==> config.mk <==
export PLATFORM = sky130hd
export DESIGN_NAME = pulse_output_axis_routing
export DESIGN_NICKNAME = d
export VERILOG_FILES = /design/src/axis_route_pkg.sv /design/src/axis_lane.sv /design/src/pulse_output_axis_routing.sv
export SDC_FILE = /design/constraint.sdc
export NUM_CORES = 1
export LEC_CHECK = 0
export BUFFER_PORTS_ARGS = -buffer_cell sky130_fd_sc_hd__buf_4
export CAP_MARGIN = 40
export CORE_AREA = 2 2 103 105
export CTS_BUF_LIST = sky130_fd_sc_hd__clkbuf_8 sky130_fd_sc_hd__clkbuf_16
export DETAILED_ROUTE_END_ITERATION = 10
export DIE_AREA = 0 0 105 107
export PLACE_DENSITY = 0.6
export SETUP_SLACK_MARGIN = 0.3
export SYNTH_ARGS = -nofsm -noshare
export SYNTH_HDL_FRONTEND = slang
export SYNTH_SLANG_ARGS = --single-unit
==> constraint.sdc <==
create_clock -name ref_clk -period 2.75 [get_ports ref_clk]
set_input_delay 0.55 -clock ref_clk [delete_from_list [all_inputs] [get_ports ref_clk]]
set_output_delay 0.55 -clock ref_clk [all_outputs]
set_load 0.005 [all_outputs]
==> src/axis_route_pkg.sv <==
package axis_route_pkg;

  // ****************************************************
  // Geometry
  // ****************************************************
  localparam int AXES         = 4;
  localparam int OUTS         = 8;
  localparam int DIR_OFFSET   = 4;
  localparam int AXES_PER_ADP = 2;
  localparam int ADAPTERS     = AXES / AXES_PER_ADP;
  localparam int SEL_W        = $clog2(OUTS);

  // ****************************************************
  // Timing
  // ****************************************************
  localparam int CLK_HZ       = 40_000_000;
  localparam int MAIN_MAX_HZ  = 100_000;
  // Least pulse spacing on main transistor outputs, rounded up
  localparam int MIN_GAP_CYC  = (CLK_HZ + MAIN_MAX_HZ - 1) / MAIN_MAX_HZ;
  localparam int GAP_W        = $clog2(MIN_GAP_CYC + 1);

  // ****************************************************
  // Types
  // ****************************************************
  typedef enum logic {MODE_FP_RP, MODE_PLS_DIR} out_mode_t;

  typedef enum logic [1:0] {LANE_IDLE, LANE_MAIN, LANE_ADP, LANE_RELAY} lane_st_t;

  typedef struct packed {
    logic active;
    logic pulse;
    logic fwd;
  } axis_cmd_t;

  typedef struct packed {
    logic             req;
    logic             remap;
    logic [SEL_W-1:0] sel;
  } clear_cmd_t;

  typedef struct packed {
    logic pulse;
    logic pair;
  } adp_pins_t;

  typedef struct packed {
    lane_st_t         st;
    logic             single_pulse_train;
    logic             pair;
    logic             drv_p;
    logic             drv_d;
    logic             prev;
    logic             seen;
    logic [GAP_W-1:0] gap;
    logic             over;
  } lane_state_t;

  typedef struct packed {
    logic [OUTS-1:0]             main;
    adp_pins_t [AXES-1:0]        adp;
    logic [AXES-1:0]             blk;
  } top_state_t;

  localparam logic [GAP_W-1:0] GAP_ZERO = '0;
  localparam logic [GAP_W-1:0] GAP_LAST = GAP_W'(MIN_GAP_CYC - 1);
  localparam logic [GAP_W-1:0] GAP_MAX  = '1;

endpackage : axis_route_pkg

==> src/axis_lane.sv <==
`timescale 1ns/1ps
module axis_lane (
  input  wire logic                   ref_clk,
  input  wire logic                   rst,
  input  wire axis_route_pkg::axis_cmd_t cmd,
  input  wire axis_route_pkg::out_mode_t mode,
  input  wire logic                   on_adp,
  input  wire logic                   relay_main,
  output logic                        img_pulse,
  output logic                        img_pair,
  output logic                        drv_pulse,
  output logic                        drv_pair,
  output logic                        overspeed
);
  import axis_route_pkg::*;

  lane_state_t q;
  lane_state_t d;
  logic        rise;

  always_comb begin
    d     = q;
    rise  = cmd.pulse & ~q.prev;
    d.prev = cmd.pulse;
    case (q.st)
      LANE_IDLE: begin
        if (cmd.active) begin
          if (relay_main) d.st = LANE_RELAY;
          else if (on_adp) d.st = LANE_ADP;
          else d.st = LANE_MAIN;
        end
      end
      default: begin
        if (!cmd.active) d.st = LANE_IDLE;
      end
    endcase
    d.single_pulse_train   = 1'b0;
    d.pair  = 1'b0;
    d.drv_p = 1'b0;
    d.drv_d = 1'b0;
    case (d.st)
      LANE_MAIN: begin
        d.drv_p = 1'b1;
        d.drv_d = 1'b1;
        d.single_pulse_train   = cmd.pulse;
        d.pair  = cmd.fwd;
      end
      LANE_ADP: begin
        d.drv_p = 1'b1;
        d.drv_d = 1'b1;
        if (mode == MODE_FP_RP) begin
          d.single_pulse_train  = cmd.pulse & cmd.fwd;
          d.pair = cmd.pulse & ~cmd.fwd;
        end else begin
          d.single_pulse_train  = cmd.pulse;
          d.pair = cmd.fwd;
        end
      end
      LANE_RELAY: begin
        // Relay contacts cannot chop pulses; output simply held on
        d.drv_p = 1'b1;
        d.single_pulse_train   = 1'b1;
        d.drv_d = 1'b1;
        d.pair  = cmd.fwd;
      end
      default: ;
    endcase
    // Spacing watch on transistor outputs in LANE_MAIN only, not LANE_ADP; sticky until reset
    if (d.st == LANE_MAIN) begin
      if (rise) begin
        if (q.seen && q.gap < GAP_LAST) d.over = 1'b1;
        d.gap  = GAP_ZERO;
        d.seen = 1'b1;
      end else if (q.gap != GAP_MAX) begin
        d.gap = q.gap + 1'b1;
      end
    end else begin
      d.gap  = GAP_ZERO;
      d.seen = 1'b0;
    end
  end

  always_ff @(posedge ref_clk) begin
    if (rst) begin
      q <= '{st: LANE_IDLE, gap: GAP_ZERO, default: 1'b0};
    end else begin
      q <= d;
    end
  end

  assign img_pulse = q.single_pulse_train;
  assign img_pair  = q.pair;
  assign drv_pulse = q.drv_p;
  assign drv_pair  = q.drv_d;
  assign overspeed = q.over;
endmodule : axis_lane

==> src/pulse_output_axis_routing.sv <==
`timescale 1ns/1ps
module pulse_output_axis_routing (
  input  wire logic                                              ref_clk,
  input  wire logic                                              rst,
  input  wire axis_route_pkg::axis_cmd_t  [axis_route_pkg::AXES-1:0]     axis_cmd,
  input  wire axis_route_pkg::clear_cmd_t [axis_route_pkg::AXES-1:0]     clear_cmd,
  input  wire logic [axis_route_pkg::OUTS-1:0]                   gp_out,
  input  wire logic [axis_route_pkg::ADAPTERS-1:0]               adapter_present,
  input  wire axis_route_pkg::out_mode_t  [axis_route_pkg::ADAPTERS-1:0] adapter_mode,
  input  wire logic                                              relay_main,
  output logic [axis_route_pkg::OUTS-1:0]                        main_out,
  output logic [axis_route_pkg::OUTS-1:0]                        main_led,
  output axis_route_pkg::adp_pins_t [axis_route_pkg::AXES-1:0]   adp_pins,
  output logic [axis_route_pkg::AXES-1:0]                        clear_blocked,
  output logic [axis_route_pkg::AXES-1:0]                        overspeed
);
  import axis_route_pkg::*;

  // ****************************************************
  // Per-axis lanes
  // ****************************************************
  logic [AXES-1:0] on_adp;
  logic [AXES-1:0] l_pls;
  logic [AXES-1:0] l_pair;
  logic [AXES-1:0] l_drv_p;
  logic [AXES-1:0] l_drv_d;

  for (genvar i = 0; i < AXES; i++) begin : g_lane
    // Axes pair onto adapters in order, two per adapter
    assign on_adp[i] = adapter_present[i / AXES_PER_ADP];
    axis_lane u_lane (
      .ref_clk    (ref_clk),
      .rst        (rst),
      .cmd        (axis_cmd[i]),
      .mode       (adapter_mode[i / AXES_PER_ADP]),
      .on_adp     (on_adp[i]),
      .relay_main (relay_main),
      .img_pulse  (l_pls[i]),
      .img_pair   (l_pair[i]),
      .drv_pulse  (l_drv_p[i]),
      .drv_pair   (l_drv_d[i]),
      .overspeed  (overspeed[i])
    );
  end

  // ****************************************************
  // Output image
  // ****************************************************
  top_state_t       q;
  top_state_t       d;
  logic [OUTS-1:0]  img;
  logic [OUTS-1:0]  owned;
  logic [SEL_W-1:0] csel;

  always_comb begin
    d     = q;
    img   = gp_out;
    owned = '0;
    csel  = '0;
    for (int i = 0; i < AXES; i++) begin
      if (l_drv_p[i]) begin
        img[i]   = l_pls[i];
        owned[i] = 1'b1;
      end
      // Direction output is fixed; reserved whenever the adapter is fitted
      if (l_drv_d[i] || on_adp[i]) begin
        img[i + DIR_OFFSET]   = l_pair[i];
        owned[i + DIR_OFFSET] = 1'b1;
      end
    end
    for (int i = 0; i < AXES; i++) begin
      d.blk[i] = 1'b0;
      if (clear_cmd[i].remap) csel = clear_cmd[i].sel;
      else csel = SEL_W'(i + DIR_OFFSET);
      if (clear_cmd[i].req) begin
        // A clear never overrides a live pulse or reserved direction bit
        if (owned[csel]) d.blk[i] = 1'b1;
        else img[csel] = 1'b1;
      end
    end
    d.main = img;
    for (int i = 0; i < AXES; i++) begin
      if (on_adp[i]) begin
        d.adp[i].pulse = img[i];
        d.adp[i].pair  = img[i + DIR_OFFSET];
      end else begin
        d.adp[i] = '0;
      end
    end
  end

  always_ff @(posedge ref_clk) begin
    if (rst) begin
      q <= '0;
    end else begin
      q <= d;
    end
  end

  assign main_out      = q.main;
  assign main_led      = q.main;
  assign adp_pins      = q.adp;
  assign clear_blocked = q.blk;
endmodule : pulse_output_axis_routing

Word level (Yosys, flattened, before mapping)
Index checks and enable logic that the tools add are counted.
Operators by class
  add/subtract/negate cells: 4
  magnitude comparators: 12
  eq/ne operators: 16
  muxes and demuxes: 72
  bitwise operators: 34
  reduce and logical (&&, ||, !) cells: 34
Operator list (number)
  two-way mux 8 bit: 8
  case mux 4 bit (3 select lines): 4
  two-way mux 2 bit: 20
  adder 9 x 1 -> 9 bit (second input constant): 4
  less-than comparator 9 bit (second input constant): 4
  inequality test 9 bit (second input constant): 4
  bitwise OR 8 bit: 4
  two-way mux 1 bit: 28
  OR reduction 2 bit: 10
  inverter 1 bit: 18
  == test 2 bit (second input constant): 8
  less-than comparator 3 x 4 -> 1 bit (second input constant): 4
  bitwise AND 1 bit: 12
  binary-select mux 1 bit (select 3 bit): 4
  demux 1 bit (select 3 bit): 4
  >= comparator 3 x 1 -> 1 bit (second input constant): 4
  two-way mux 3 bit: 4
  AND reduction 3 bit: 4
  OR reduction 3 bit: 4
  == test 2 x 1 -> 1 bit (second input constant): 4
  logical AND 1 bit: 8
  zero test 2 bit: 4
  logical OR 1 bit: 4
Storage, ports and cells
  bits in registers: 92
  input port bits: 47
  output and inout port bits: 32
  logic and storage cells: 221

Logic depth before layout (Yosys ltp)
Gate-level depths: netlist (run 1).
  depth after elaboration: 17
  mapped depth: 11

By module
Synthesis (run 1) repeated with hierarchy kept, for this count alone.
Second synthesis, totals
  cell total of the unflattened synthesis: 530
  area, all modules: 4565.6 um^2
By module, submodules not included
  axis_lane: times used 4, cells each 82, area an instance 753.2 um^2, sequential area each 340.3 um^2
  pulse_output_axis_routing: times used 1, cells each 202, area an instance 1552.7 um^2, sequential area each 400.4 um^2

Worst setup path after synthesis (run 1)
OpenSTA, ideal clock, no wires.
  kind: flip-flop to flip-flop
  from: register g_lane[0].u_lane.q[1] (netlist bit)
  to: register g_lane[0].u_lane.q[8] (netlist bit)
  library setup time: 126 ps
  arrival: 1928 ps
  data required time: 2624 ps
  setup slack: 696 ps
  stages on the path, launching flop included: 12
  path buffers: 1
  period minus slack after synthesis: 2054 ps
  cell sequence: dfxtp_1 -> ha_1 -> and3_1 -> nand3_1 -> nor2_1 -> ha_1 -> clkbuf_1 -> and4b_1 -> and3_1 -> nand3_1 -> xor2_1 -> nor2_1
Between the ends
  cells in the longest elaborated chain, start to end: 1
  elaborated cells on any way between the ends: 2
  classes of those cells: add/sub: 1; eq/ne: 1
RTL lines
  start, declared: RTL line axis_lane.sv:17  | lane_state_t q;
  start signal, assigned: RTL line axis_lane.sv:85  | q <= '{st: LANE_IDLE, gap: GAP_ZERO, default: 1'b0};
  start signal, assigned: RTL line axis_lane.sv:87  | q <= d;
  adder 9 x 1 -> 9 bit or inequality test 9 bit (tied branches): RTL line axis_lane.sv:75, axis_lane.sv:74
Several ways; a longest one is shown, not always the timed one.
A chain may end at the register's enable or synchronous reset.

Worst setup path after layout (run 1)
Same ends and word-level chain as after synthesis.

==> results.yml, run 1 <==
outcome:
  status: "completed"
sta:
  relSlewSlack_pct: 62.34
  rsz0062_at_grt: "no"
  fin_crit_sh_pct: 77.76
  hold-worst-slack_ns: 0.4477
  skew_ns: 0.01071
  hold_viol: 0
  post-route-min-period_ns: 2.138
  fmax_ghz: 0.4676
  worst_pin_slew_ns: 0.5635
  tns_ns: 0
  maxSlewViolCount: 0
  setup_viol: 0
die:
  initial_core_util_pct: 42.31
  core_area_sq_um: 10090
  dieArea_sq_um: 11240
  row_count: 37
  die_y_um: 107
  io_pins: 79
  die_w_um: 105
placement:
  place.detailed.hpwl_mm: 7.321
  io_buffers: 78
  place.detailed.instances: 694
  place_congestion: 0.8831
run:
  maxCapViolations: 0
clock_network:
  postCtsResizedCells: 0
  clkTransAtPathRegs_ns: 0.09
  cts_buffer_depth: 2
  cts_hold_buf: 0
  clock_latency_ns: 0.35
  cts_root_buf: "clkbuf_8"
  clock_sink_count: 88
  post-cts-setup-buffer-count: 0
  cts_tree: "yes"
  numCtsBuffers: 9
  htree_levels: 3
logic_synthesis:
  synth_common_cells: "107 x nor2_1, 88 x dfxtp_1, 33 x nand2_1"
  ys_warn_count: 0
  synth-seq-cells: 88
  syn_area_per_cell_sq_um: 8.390
  synth.most_common_cell: "nor2_1"
  postSynthCellCount: 509
  synth_fp_nets: 564
  synth_area_sq_um: 4270
  yosysTopAreaCellShare_pct: 41.25
  yosysUniqueCellTypes: 64
  yosysTopAreaCell: "dfxtp_1"
  ys_top_cells_by_area: "dfxtp_1 41%, nor2_1 9.4%, xor2_1 3.5%, nand2_1 2.9%, mux2i_1 2.8%"
  synth_edf_count: 0
  async_reset_ff_share_pct: 0
  ys_seq_area_share_pct: 41.25
  synth-main-ff-cell: "dfxtp_1"
routing:
  drc: 0
  route.met2.wl_mm: 4.543
  wl_met3_um: 464
  finalWirelength_mm: 9.648
  drt-met1-wl_mm: 4.477
  vias: 3658
  top_layer: "met4"
  final_antenna_net_count: 0
  drt_iter0_drc: 113
  drt-vias-per-instance: 5.152
  dr.pass1.iters: 4
  wl_per_cell_um: 13.59
pwr:
  power_density_nw_per_um2: 526.8
  leakagePower_nw: 2.038
  peakVddDrop_mv: 0.3012
worst_setup_path:
  slowest_stage: "dfxtp_1"
  worstPathCellList: "ha_1 -> and3_1 -> nand3_1 -> nor2_1 -> ha_1 -> and4b_1 -> and3_1 -> nand3_1 -> xor2_1 -> nor2_1"
  cp_max_fo: 7
  critical_path_class: "reg2reg"
  reg2regPathDepth: 10
  reg2reg_from: "g_lane[0].u_lane.q[1]$_SDFFE_PP0P_"
  r2r-end: "g_lane[0].u_lane.q[8]$_SDFFE_PP0P_"
  critical_path.max_stage_delay_ns: 0.39
  worstPathArrival_ns: 2.37
  cp_data_required_time_ns: 2.98
  r2r_slack_ns: 0.61
  worst_setup_path_start_kind: "flip-flop"
  endpoint_kind: "flip-flop"
  startpoint: "g_lane[0].u_lane.q[1]$_SDFFE_PP0P_"
global_route:
  grt_max_degree: 27
  grt_pass1_vias: 3503
  grt_pass1_wl_mm: 15.92
  grt_usage_pct: 17.42
  grt_antenna_before_repair: 0
  grt_overflow: 0
layout:
  fin_cells: 710
  area_delta_synth_final_pct: 19.07
  drive_above_1_share_pct: 18.82
  diodes: 0
  fin_nets: 624
worst_hold_path:
  hold_path.class: "in2reg"
  hp-start: "axis_cmd[4]"
  whs_endpoint: "g_lane[1].u_lane.q[11]$_SDFF_PP0_"
  min_path_cells: 2
==> layout by cell type, fill, tap and decap left out, drive strengths merged, types with 2 or more instances in the layout <==
cell type  instances
a31oi              6
or3                6
ha                 8
a21o               2
nor2b             17
bufinv             2
o21bai             5
nand4b             2
buf               78
nor3b              7
nand2b            10
xnor2             10
o22ai              2
a211oi             6
mux2i             12
nor3              12
nand3b             3
or2                3
xor2              17
a311oi             4
a21oi             20
nand3             22
clkbuf            11
nor2             107
a32oi              3
and3b              2
and2               5
nand4             11
o21ai             10
o21a               3
a221oi             2
dfxtp             88
and3               6
inv               14
nand2             33
a41oi              3
==> through the flow <==
step / utilization (%) / worst slack, ns / total power, mW / instance area, sq um
final: 50.38 / 0.6116 / 2.679 / 5085
after global routing: 50.38 / 0.4459 / 2.807 / 5085
after CTS: 50.38 / 0.6158 / 2.715 / 5085
after floorplan: - / 0.6961 / 1.562 / 4270
after global placement: 48.09 / 0.7293 / 1.701 / 4853
after detailed placement: 48.09 / 0.6289 / 1.707 / 4853
==> state kept, by name, indices dropped and copies added, names as in the netlist <==
signal / cells
g_lane.u_lane.overspeed: 4
g_lane.u_lane.drv_pair: 4
main_led: 8
clear_blocked: 4
g_lane.u_lane.q: 52
g_lane.u_lane.img_pulse: 4
g_lane.u_lane.img_pair: 4
adp_pins: 8
==> where the power goes <==
part | switching, mW | internal (mW) | total, mW | leakage (nW)
sequential | 0.0250 | 1.32 | 1.34 | 0.718
combinational | 0.175 | 0.162 | 0.337 | 1.20
clock | 0.441 | 0.560 | 1.00 | 0.117
total | 0.641 | 2.04 | 2.68 | 2.04
==> layer usage <==
metal	up-vias	GRT usage, %
met5	-	0
met1	1685	21.67
li1	1862	-
met3	17	3.769
met2	94	29.82
met4	0	6.095
==> layout make-up <==
class | instances | area [sq um]
Clock buffer | 11 | 151.4
Clock inverter | 5 | 80.08
Fill cell | 1001 | 5007
Inverter | 13 | 48.80
Multi-Input combinational cell | 379 | 2287
Sequential cell | 88 | 1762
Tap cell | 136 | 170.2
Timing Repair Buffer | 78 | 585.6
==> cells by family after synthesis <==
kind of cell | Yosys count | synth area share, %
adder cells (fa/ha/maj) | 8 | 2.344
AND/OR/NAND/NOR | 256 | 29.59
XOR/XNOR | 27 | 5.537
buffers and inverters | 42 | 5.186
AO/OA/AOI/OAI | 76 | 13.27
flip-flops | 88 | 41.25
multiplexers | 12 | 2.813
==> worst max path at each step <==
stage | endpoint | slack, ns | cells past startpoint
4_1_cts | g_lane[0].u_lane.q[8]$_SDFFE_PP0P_ | 0.62 | 10
3_3_place_gp | g_lane[0].u_lane.q[8]$_SDFFE_PP0P_ | 0.73 | 10
2_1_floorplan | g_lane[0].u_lane.q[8]$_SDFFE_PP0P_ | 0.70 | 11
6_report | g_lane[0].u_lane.q[8]$_SDFFE_PP0P_ | 0.61 | 10
3_5_place_dp | g_lane[0].u_lane.q[8]$_SDFFE_PP0P_ | 0.63 | 10
5_1_grt | g_lane[0].u_lane.q[8]$_SDFFE_PP0P_ | 0.45 | 10
==> worst max-delay path: cells and delay by family (launching register included) <==
family	cells	cell delay, ns
and+or+nand+nor	7	1.00
adders and majority gates	2	0.49
DFF	1	0.39
xor gates and xnor gates	1	0.14
No activity file was read; power rests on OpenSTA's default activity.
==> run 2: changes to the inputs <==
==> constraint.sdc (replaced) <==
create_clock -name ref_clk -period 2.1 [get_ports ref_clk]
set_input_delay 0.42 -clock ref_clk [delete_from_list [all_inputs] [get_ports ref_clk]]
set_output_delay 0.42 -clock ref_clk [all_outputs]
set_load 0.005 [all_outputs]
==> results.yml, run 2 (synthesized netlist as in run 1, its figures left out) <==
routing:
  drt-vias-per-instance: 5.154
  final_antenna_net_count: 0
  wl_per_cell_um: 13.62
  vias: 3706
  drc: 0
  dr.pass1.iters: 6
  finalWirelength_mm: 9.794
  drt_iter0_drc: 138
sta:
  tns_ns: 0
  skew_ns: 0.02042
  worst_pin_slew_ns: 0.5357
  setup_viol: 0
  relSlewSlack_pct: 63.91
  fmax_ghz: 0.5366
  rsz0062_at_grt: "yes"
  hold_viol: 0
  post-route-min-period_ns: 1.864
  fin_crit_sh_pct: 88.75
  maxSlewViolCount: 0
  hold-worst-slack_ns: 0.3065
pwr:
  leakagePower_nw: 2.047
  peakVddDrop_mv: 0.3384
  power_density_nw_per_um2: 645.1
clock_network:
  clkTransAtPathRegs_ns: 0.11
  clock_latency_ns: 0.36
  clock_sink_count: 88
  numCtsBuffers: 9
  cts_hold_buf: 0
  cts_buffer_depth: 2
  cts_root_buf: "clkbuf_8"
  cts_tree: "yes"
  htree_levels: 3
worst_setup_path:
  worst_setup_path_start_kind: "flip-flop"
  cp_data_required_time_ns: 2.36
  worstPathArrival_ns: 2.12
  endpoint_kind: "flip-flop"
  cp_max_fo: 2
  critical_path_class: "reg2reg"
layout:
  regMostFlops: "g_lane.u_lane.q"
  drive_above_1_share_pct: 22.47
  final_common_cell: "nor2_1"
  fin_nets: 633
  area_delta_synth_final_pct: 21.51
  final_cell_mix: "106 x nor2_1, 87 x buf_4, 86 x dfxtp_1"
  largest_reg_flops: 52
  fillers: 961
  diodes: 0
  post-route-util_pct: 51.41
  final_cell_area_sq_um: 5189
global_route:
  grt_antenna_before_repair: 0
  grt_pass1_wl_mm: 16.14
  grt_overflow: 0
  grt_use_met2_pct: 29.17
  grt_usage_pct: 17.62
  grt_max_degree: 19
  busiest_layer: "met2"
  grt.met1_usage_pct: 22.45
  grt_pass1_vias: 3485
  use_met3_pct: 4.316
die:
  row_count: 37
  dieArea_sq_um: 11240
  io_pins: 79
  die_w_um: 105
  die_y_um: 107
  initial_core_util_pct: 42.31
  core_area_sq_um: 10090
placement:
  place.detailed.hpwl_mm: 7.258
  io_buffers: 78
  place_congestion: 0.8791
  place_area_sq_um: 4893
outcome:
  status: "completed"
worst_hold_path:
  hold_path.class: "in2reg"
run:
  maxCapViolations: 0
-- run 2: cell count changes in the layout (fill, tap and decap cells not counted), sizes merged --
cell,delta
buf,+9
clkbuf,-2
inv,+4
bufinv,-2
-- run 2: final timing paths --
kind | startpoint | end | slack [ns] | cells after the start
worst min register to register | g_lane[1].u_lane.overspeed$_SDFFE_PP0P_ | g_lane[1].u_lane.overspeed$_SDFFE_PP0P_ | 0.49 | 2
worst max-delay path | g_lane[0].u_lane.q[2]$_SDFFE_PP0P_ | g_lane[0].u_lane.q[8]$_SDFFE_PP0P_ | 0.24 | 10
worst max register to register | g_lane[0].u_lane.q[2]$_SDFFE_PP0P_ | g_lane[0].u_lane.q[8]$_SDFFE_PP0P_ | 0.24 | 10
worst min-delay path | axis_cmd[4] | g_lane[1].u_lane.q[11]$_SDFF_PP0_ | 0.31 | 2
-- run 2: what timing repair did --
action,4_1_cts,5_1_grt
endpoints found under the setup margin,2,13
pin swaps,2,3
setup buffers,4,2
gates resized for setup,2,9
-- run 2: layout make-up --
| type | instances | area (sq um) | area share [%] |
|---|---|---|---|
| Multi-Input combinational cell | 379 | 2359 | 45.45 |
| Sequential cell | 88 | 1764 | 34.00 |
| Timing Repair Buffer | 87 | 653.1 | 12.59 |
| Tap cell | 136 | 170.2 | 3.279 |
| Clock buffer | 9 | 123.9 | 2.387 |
| Clock inverter | 7 | 70.07 | 1.350 |
| Inverter | 13 | 48.80 | 0.9404 |
-- run 2: routing by layer --
| metal | wire, um | vias to the layer above |
|---|---|---|
| met1 | 4454 | 1708 |
| li1 | - | 1884 |
| met3 | 602 | 11 |
| met5 | 0 | - |
| met2 | 4615 | 103 |
| met4 | 121 | 0 |
-- run 2: worst max-delay path, cell delays in order, from the launching register on --
cell and delay (ns):
dfxtp_2 0.37, ha_4 0.14, and3_4 0.19, nand3_4 0.09
nor2_4 0.12, ha_2 0.18, and4b_1 0.21, and3_4 0.19
nand3_2 0.07, xor2_1 0.15, nor2_1 0.05
-- run 2: through the flow --
stage / total power [mW] / instances / setup slack, ns
after floorplan: 2.046 / 509 / 0.2070
after global placement: 2.237 / 697 / 0.2090
after detailed placement: 2.244 / 697 / 0.1561
after CTS: 3.385 / 717 / 0.2954
after global routing: 3.515 / 719 / 0.1455
final: 3.347 / 719 / 0.2362
-- run 2: power breakdown --
part	internal [mW]	leakage [nW]	total, mW	switching, mW
combinational	0.219	1.23	0.454	0.235
clock	0.465	0.0959	1.14	0.671
sequential	1.72	0.719	1.76	0.0337
total	2.41	2.05	3.35	0.939
==> run 3: changes to the inputs <==
--- a/config.mk
+++ b/config.mk
@@ -5,13 +5,13 @@
 export SDC_FILE = /design/constraint.sdc
 export NUM_CORES = 1
 export LEC_CHECK = 0
+export ABC_AREA = 1
 export BUFFER_PORTS_ARGS = -buffer_cell sky130_fd_sc_hd__buf_4
 export CAP_MARGIN = 40
-export CORE_AREA = 2 2 103 105
-export CTS_BUF_LIST = sky130_fd_sc_hd__clkbuf_8 sky130_fd_sc_hd__clkbuf_16
+export CORE_AREA = 2 2 107 109
 export DETAILED_ROUTE_END_ITERATION = 10
-export DIE_AREA = 0 0 105 107
-export PLACE_DENSITY = 0.6
+export DIE_AREA = 0 0 109 111
+export PLACE_DENSITY = 0.59
 export SETUP_SLACK_MARGIN = 0.3
 export SYNTH_ARGS = -nofsm -noshare
 export SYNTH_HDL_FRONTEND = slang
==> results.yml, run 3 <==
layout:
  diodes: 0
  largest_reg_flops: 52
  post-route-util_pct: 51.53
  area_delta_synth_final_pct: 25.02
  drive_above_1_share_pct: 25.34
  final_cell_mix: "140 x nand2_1, 101 x nor2_1, 86 x buf_4"
  regMostFlops: "g_lane.u_lane.q"
  fin_nets: 776
  final_common_cell: "nand2_1"
worst_hold_path:
  hold_path.class: "in2reg"
  hp-start: "axis_cmd[3]"
  min_path_cells: 3
  whs_endpoint: "g_lane[1].u_lane.img_pair$_SDFF_PP0_"
logic_synthesis:
  synth_edf_count: 0
  ys_top_cells_by_area: "dfxtp_1 39%, nand2_1 12%, nor2_1 8.6%, inv_1 5.7%, nand3_1 3.8%"
  synth_common_cells: "142 x nand2_1, 104 x nor2_1, 88 x dfxtp_1"
  ys_warn_count: 0
  postSynthCellCount: 641
  synth_fp_nets: 696
  synth_top_family_by_area: "simple AND/OR/NAND/NOR gates"
  yosysUniqueCellTypes: 38
  yosys.area_share.simple_pct: 38.37
  synth-seq-cells: 88
  synth.most_common_cell: "nand2_1"
  synth_xor_area_share_pct: 3.261
  synthAdderAreaFrac_pct: 2.192
  syn_area_per_cell_sq_um: 7.123
  synth_area_sq_um: 4566
  async_reset_ff_share_pct: 0
  synth-compound-area-share_pct: 6.879
  synth-main-ff-cell: "dfxtp_1"
  yosysTopAreaCellShare_pct: 38.59
  ys_seq_area_share_pct: 38.59
  yosysTopAreaCell: "dfxtp_1"
  muxShareOfSynthArea_pct: 1.754
worst_setup_path:
  r2r_slack_ns: 0.29
  reg2regPathDepth: 10
  worstPathCellList: "ha_4 -> nand2_4 -> nor4_4 -> ha_2 -> inv_2 -> nand4_1 -> nor2_2 -> nand3_2 -> xor2_1 -> nor2_1"
  reg2reg_from: "g_lane[0].u_lane.q[1]$_SDFFE_PP0P_"
  worst-path-buf-inv: 1
  cp_max_fo: 6
  critical_path.max_stage_delay_ns: 0.38
  critical_path_class: "reg2reg"
  endpoint_kind: "flip-flop"
  slowest_stage: "dfxtp_4"
  worstPathArrival_ns: 2.04
  cp_data_required_time_ns: 2.34
  crit_family: "simple AND/OR/NAND/NOR gates"
  r2r-end: "g_lane[0].u_lane.q[8]$_SDFFE_PP0P_"
  worst_setup_path_start_kind: "flip-flop"
clock_network:
  numCtsBuffers: 9
  cts_tree: "yes"
  clkTransAtPathRegs_ns: 0.07
  clock_sink_count: 88
  clock_latency_ns: 0.34
  cts_hold_buf: 0
  htree_levels: 3
  cts_root_buf: "clkbuf_16"
  cts_buffer_depth: 2
global_route:
  grt_pass1_vias: 3958
  grt_max_degree: 26
  grt_pass1_wl_mm: 18.11
  grt_usage_pct: 19.06
  grt_antenna_before_repair: 0
  grt_overflow: 0
sta:
  relSlewSlack_pct: 73.93
  setup_viol: 0
  tns_ns: 0
  setup_ws_ns: 0.2937
  hold-worst-slack_ns: 0.3011
  post-route-min-period_ns: 1.806
  worst_pin_slew_ns: 0.3899
  fmax_ghz: 0.5536
  rsz0062_at_grt: "yes"
  fin_crit_sh_pct: 86.01
  skew_ns: 0.007456
  maxSlewViolCount: 0
  hold_viol: 0
placement:
  post-place-ws_ns: 0.09161
  place.detailed.hpwl_mm: 8.546
  place_congestion: 0.9220
  io_buffers: 78
pwr:
  power_density_nw_per_um2: 701.6
  leakagePower_nw: 2.666
  peakVddDrop_mv: 0.3985
die:
  dieArea_sq_um: 12100
  die_w_um: 109
  row_count: 39
  io_pins: 79
  initial_core_util_pct: 41.22
  core_area_sq_um: 11080
  die_y_um: 111
routing:
  drt-vias-per-instance: 4.911
  drc: 0
  drt_iter0_drc: 193
  finalWirelength_mm: 11.29
  wl_per_cell_um: 12.99
  vias: 4268
  dr.pass1.iters: 4
  final_antenna_net_count: 0
run:
  maxCapViolations: 0
outcome:
  status: "completed"
[run 3: worst max-delay path by stage]
stage,from,endpoint,slack (ns),cells past startpoint
2_1_floorplan,g_lane[0].u_lane.q[1]$_SDFFE_PP0P_,g_lane[0].u_lane.q[8]$_SDFFE_PP0P_,0.36,10
3_3_place_gp,g_lane[0].u_lane.q[1]$_SDFFE_PP0P_,g_lane[0].u_lane.q[8]$_SDFFE_PP0P_,0.25,10
3_5_place_dp,g_lane[0].u_lane.q[1]$_SDFFE_PP0P_,g_lane[0].u_lane.q[8]$_SDFFE_PP0P_,0.09,10
4_1_cts,g_lane[0].u_lane.q[1]$_SDFFE_PP0P_,g_lane[0].u_lane.q[8]$_SDFFE_PP0P_,0.29,10
5_1_grt,g_lane[0].u_lane.q[1]$_SDFFE_PP0P_,g_lane[0].u_lane.q[8]$_SDFFE_PP0P_,0.20,10
6_report,g_lane[0].u_lane.q[1]$_SDFFE_PP0P_,g_lane[0].u_lane.q[8]$_SDFFE_PP0P_,0.29,10
[run 3: cell families (layout without fill, tap and decap cells)]
group | count (synthesis) | in the layout
AND/OR/NAND/NOR | 371 | 371
buffers and inverters | 93 | 178
flip-flops | 88 | 88
AO/OA/AOI/OAI | 56 | 56
XOR/XNOR | 17 | 17
adder cells (fa/ha/maj) | 8 | 8
multiplexers | 8 | 8
[run 3: timing repair]
item,in CTS,in global routing
buffers inserted,3,4
gates resized for setup,7,24
pin swaps,3,9
setup endpoints to repair,6,15
[run 3: metal layers]
metal / vias to the layer above / part of all wire (%) / GRT usage, %
li1: 2210 / - / -
met1: 1947 / 44 / 23.63
met2: 95 / 48 / 31.47
met3: 16 / 5.7 / 5.056
met4: 0 / 2.1 / 6.752
met5: - / 0 / 0
[run 3: layout make-up]
class                           count  area (sq um)
Fill cell                        1098          5369
Clock buffer                       10         239.0
Inverter                           75         286.5
Clock inverter                      6         92.59
Multi-Input combinational cell    460          2480
Tap cell                          143         178.9
Sequential cell                    88          1774
Timing Repair Buffer               87         656.9
[run 3: power by group]
part / switching, mW / total (mW) / leakage, nW / internal, mW
registers: 0.0270 / 1.75 / 0.722 / 1.73
logic: 0.294 / 0.506 / 1.79 / 0.212
clock network: 0.668 / 1.75 / 0.155 / 1.08
[run 3: stage by stage]
stage / std cells / power, mW / instance area (sq um)
after global routing: 869 / 4.191 / 5708
after global placement: 846 / 2.290 / 5223
after CTS: 865 / 4.052 / 5595
final: 869 / 4.004 / 5708
after floorplan: 641 / 2.092 / 4566
after detailed placement: 846 / 2.297 / 5223
[run 3: tightest hold or removal path: stages]
cell	delay (ns)
buf_4	0.09
o21ai_1	0.06
inv_1	0.04
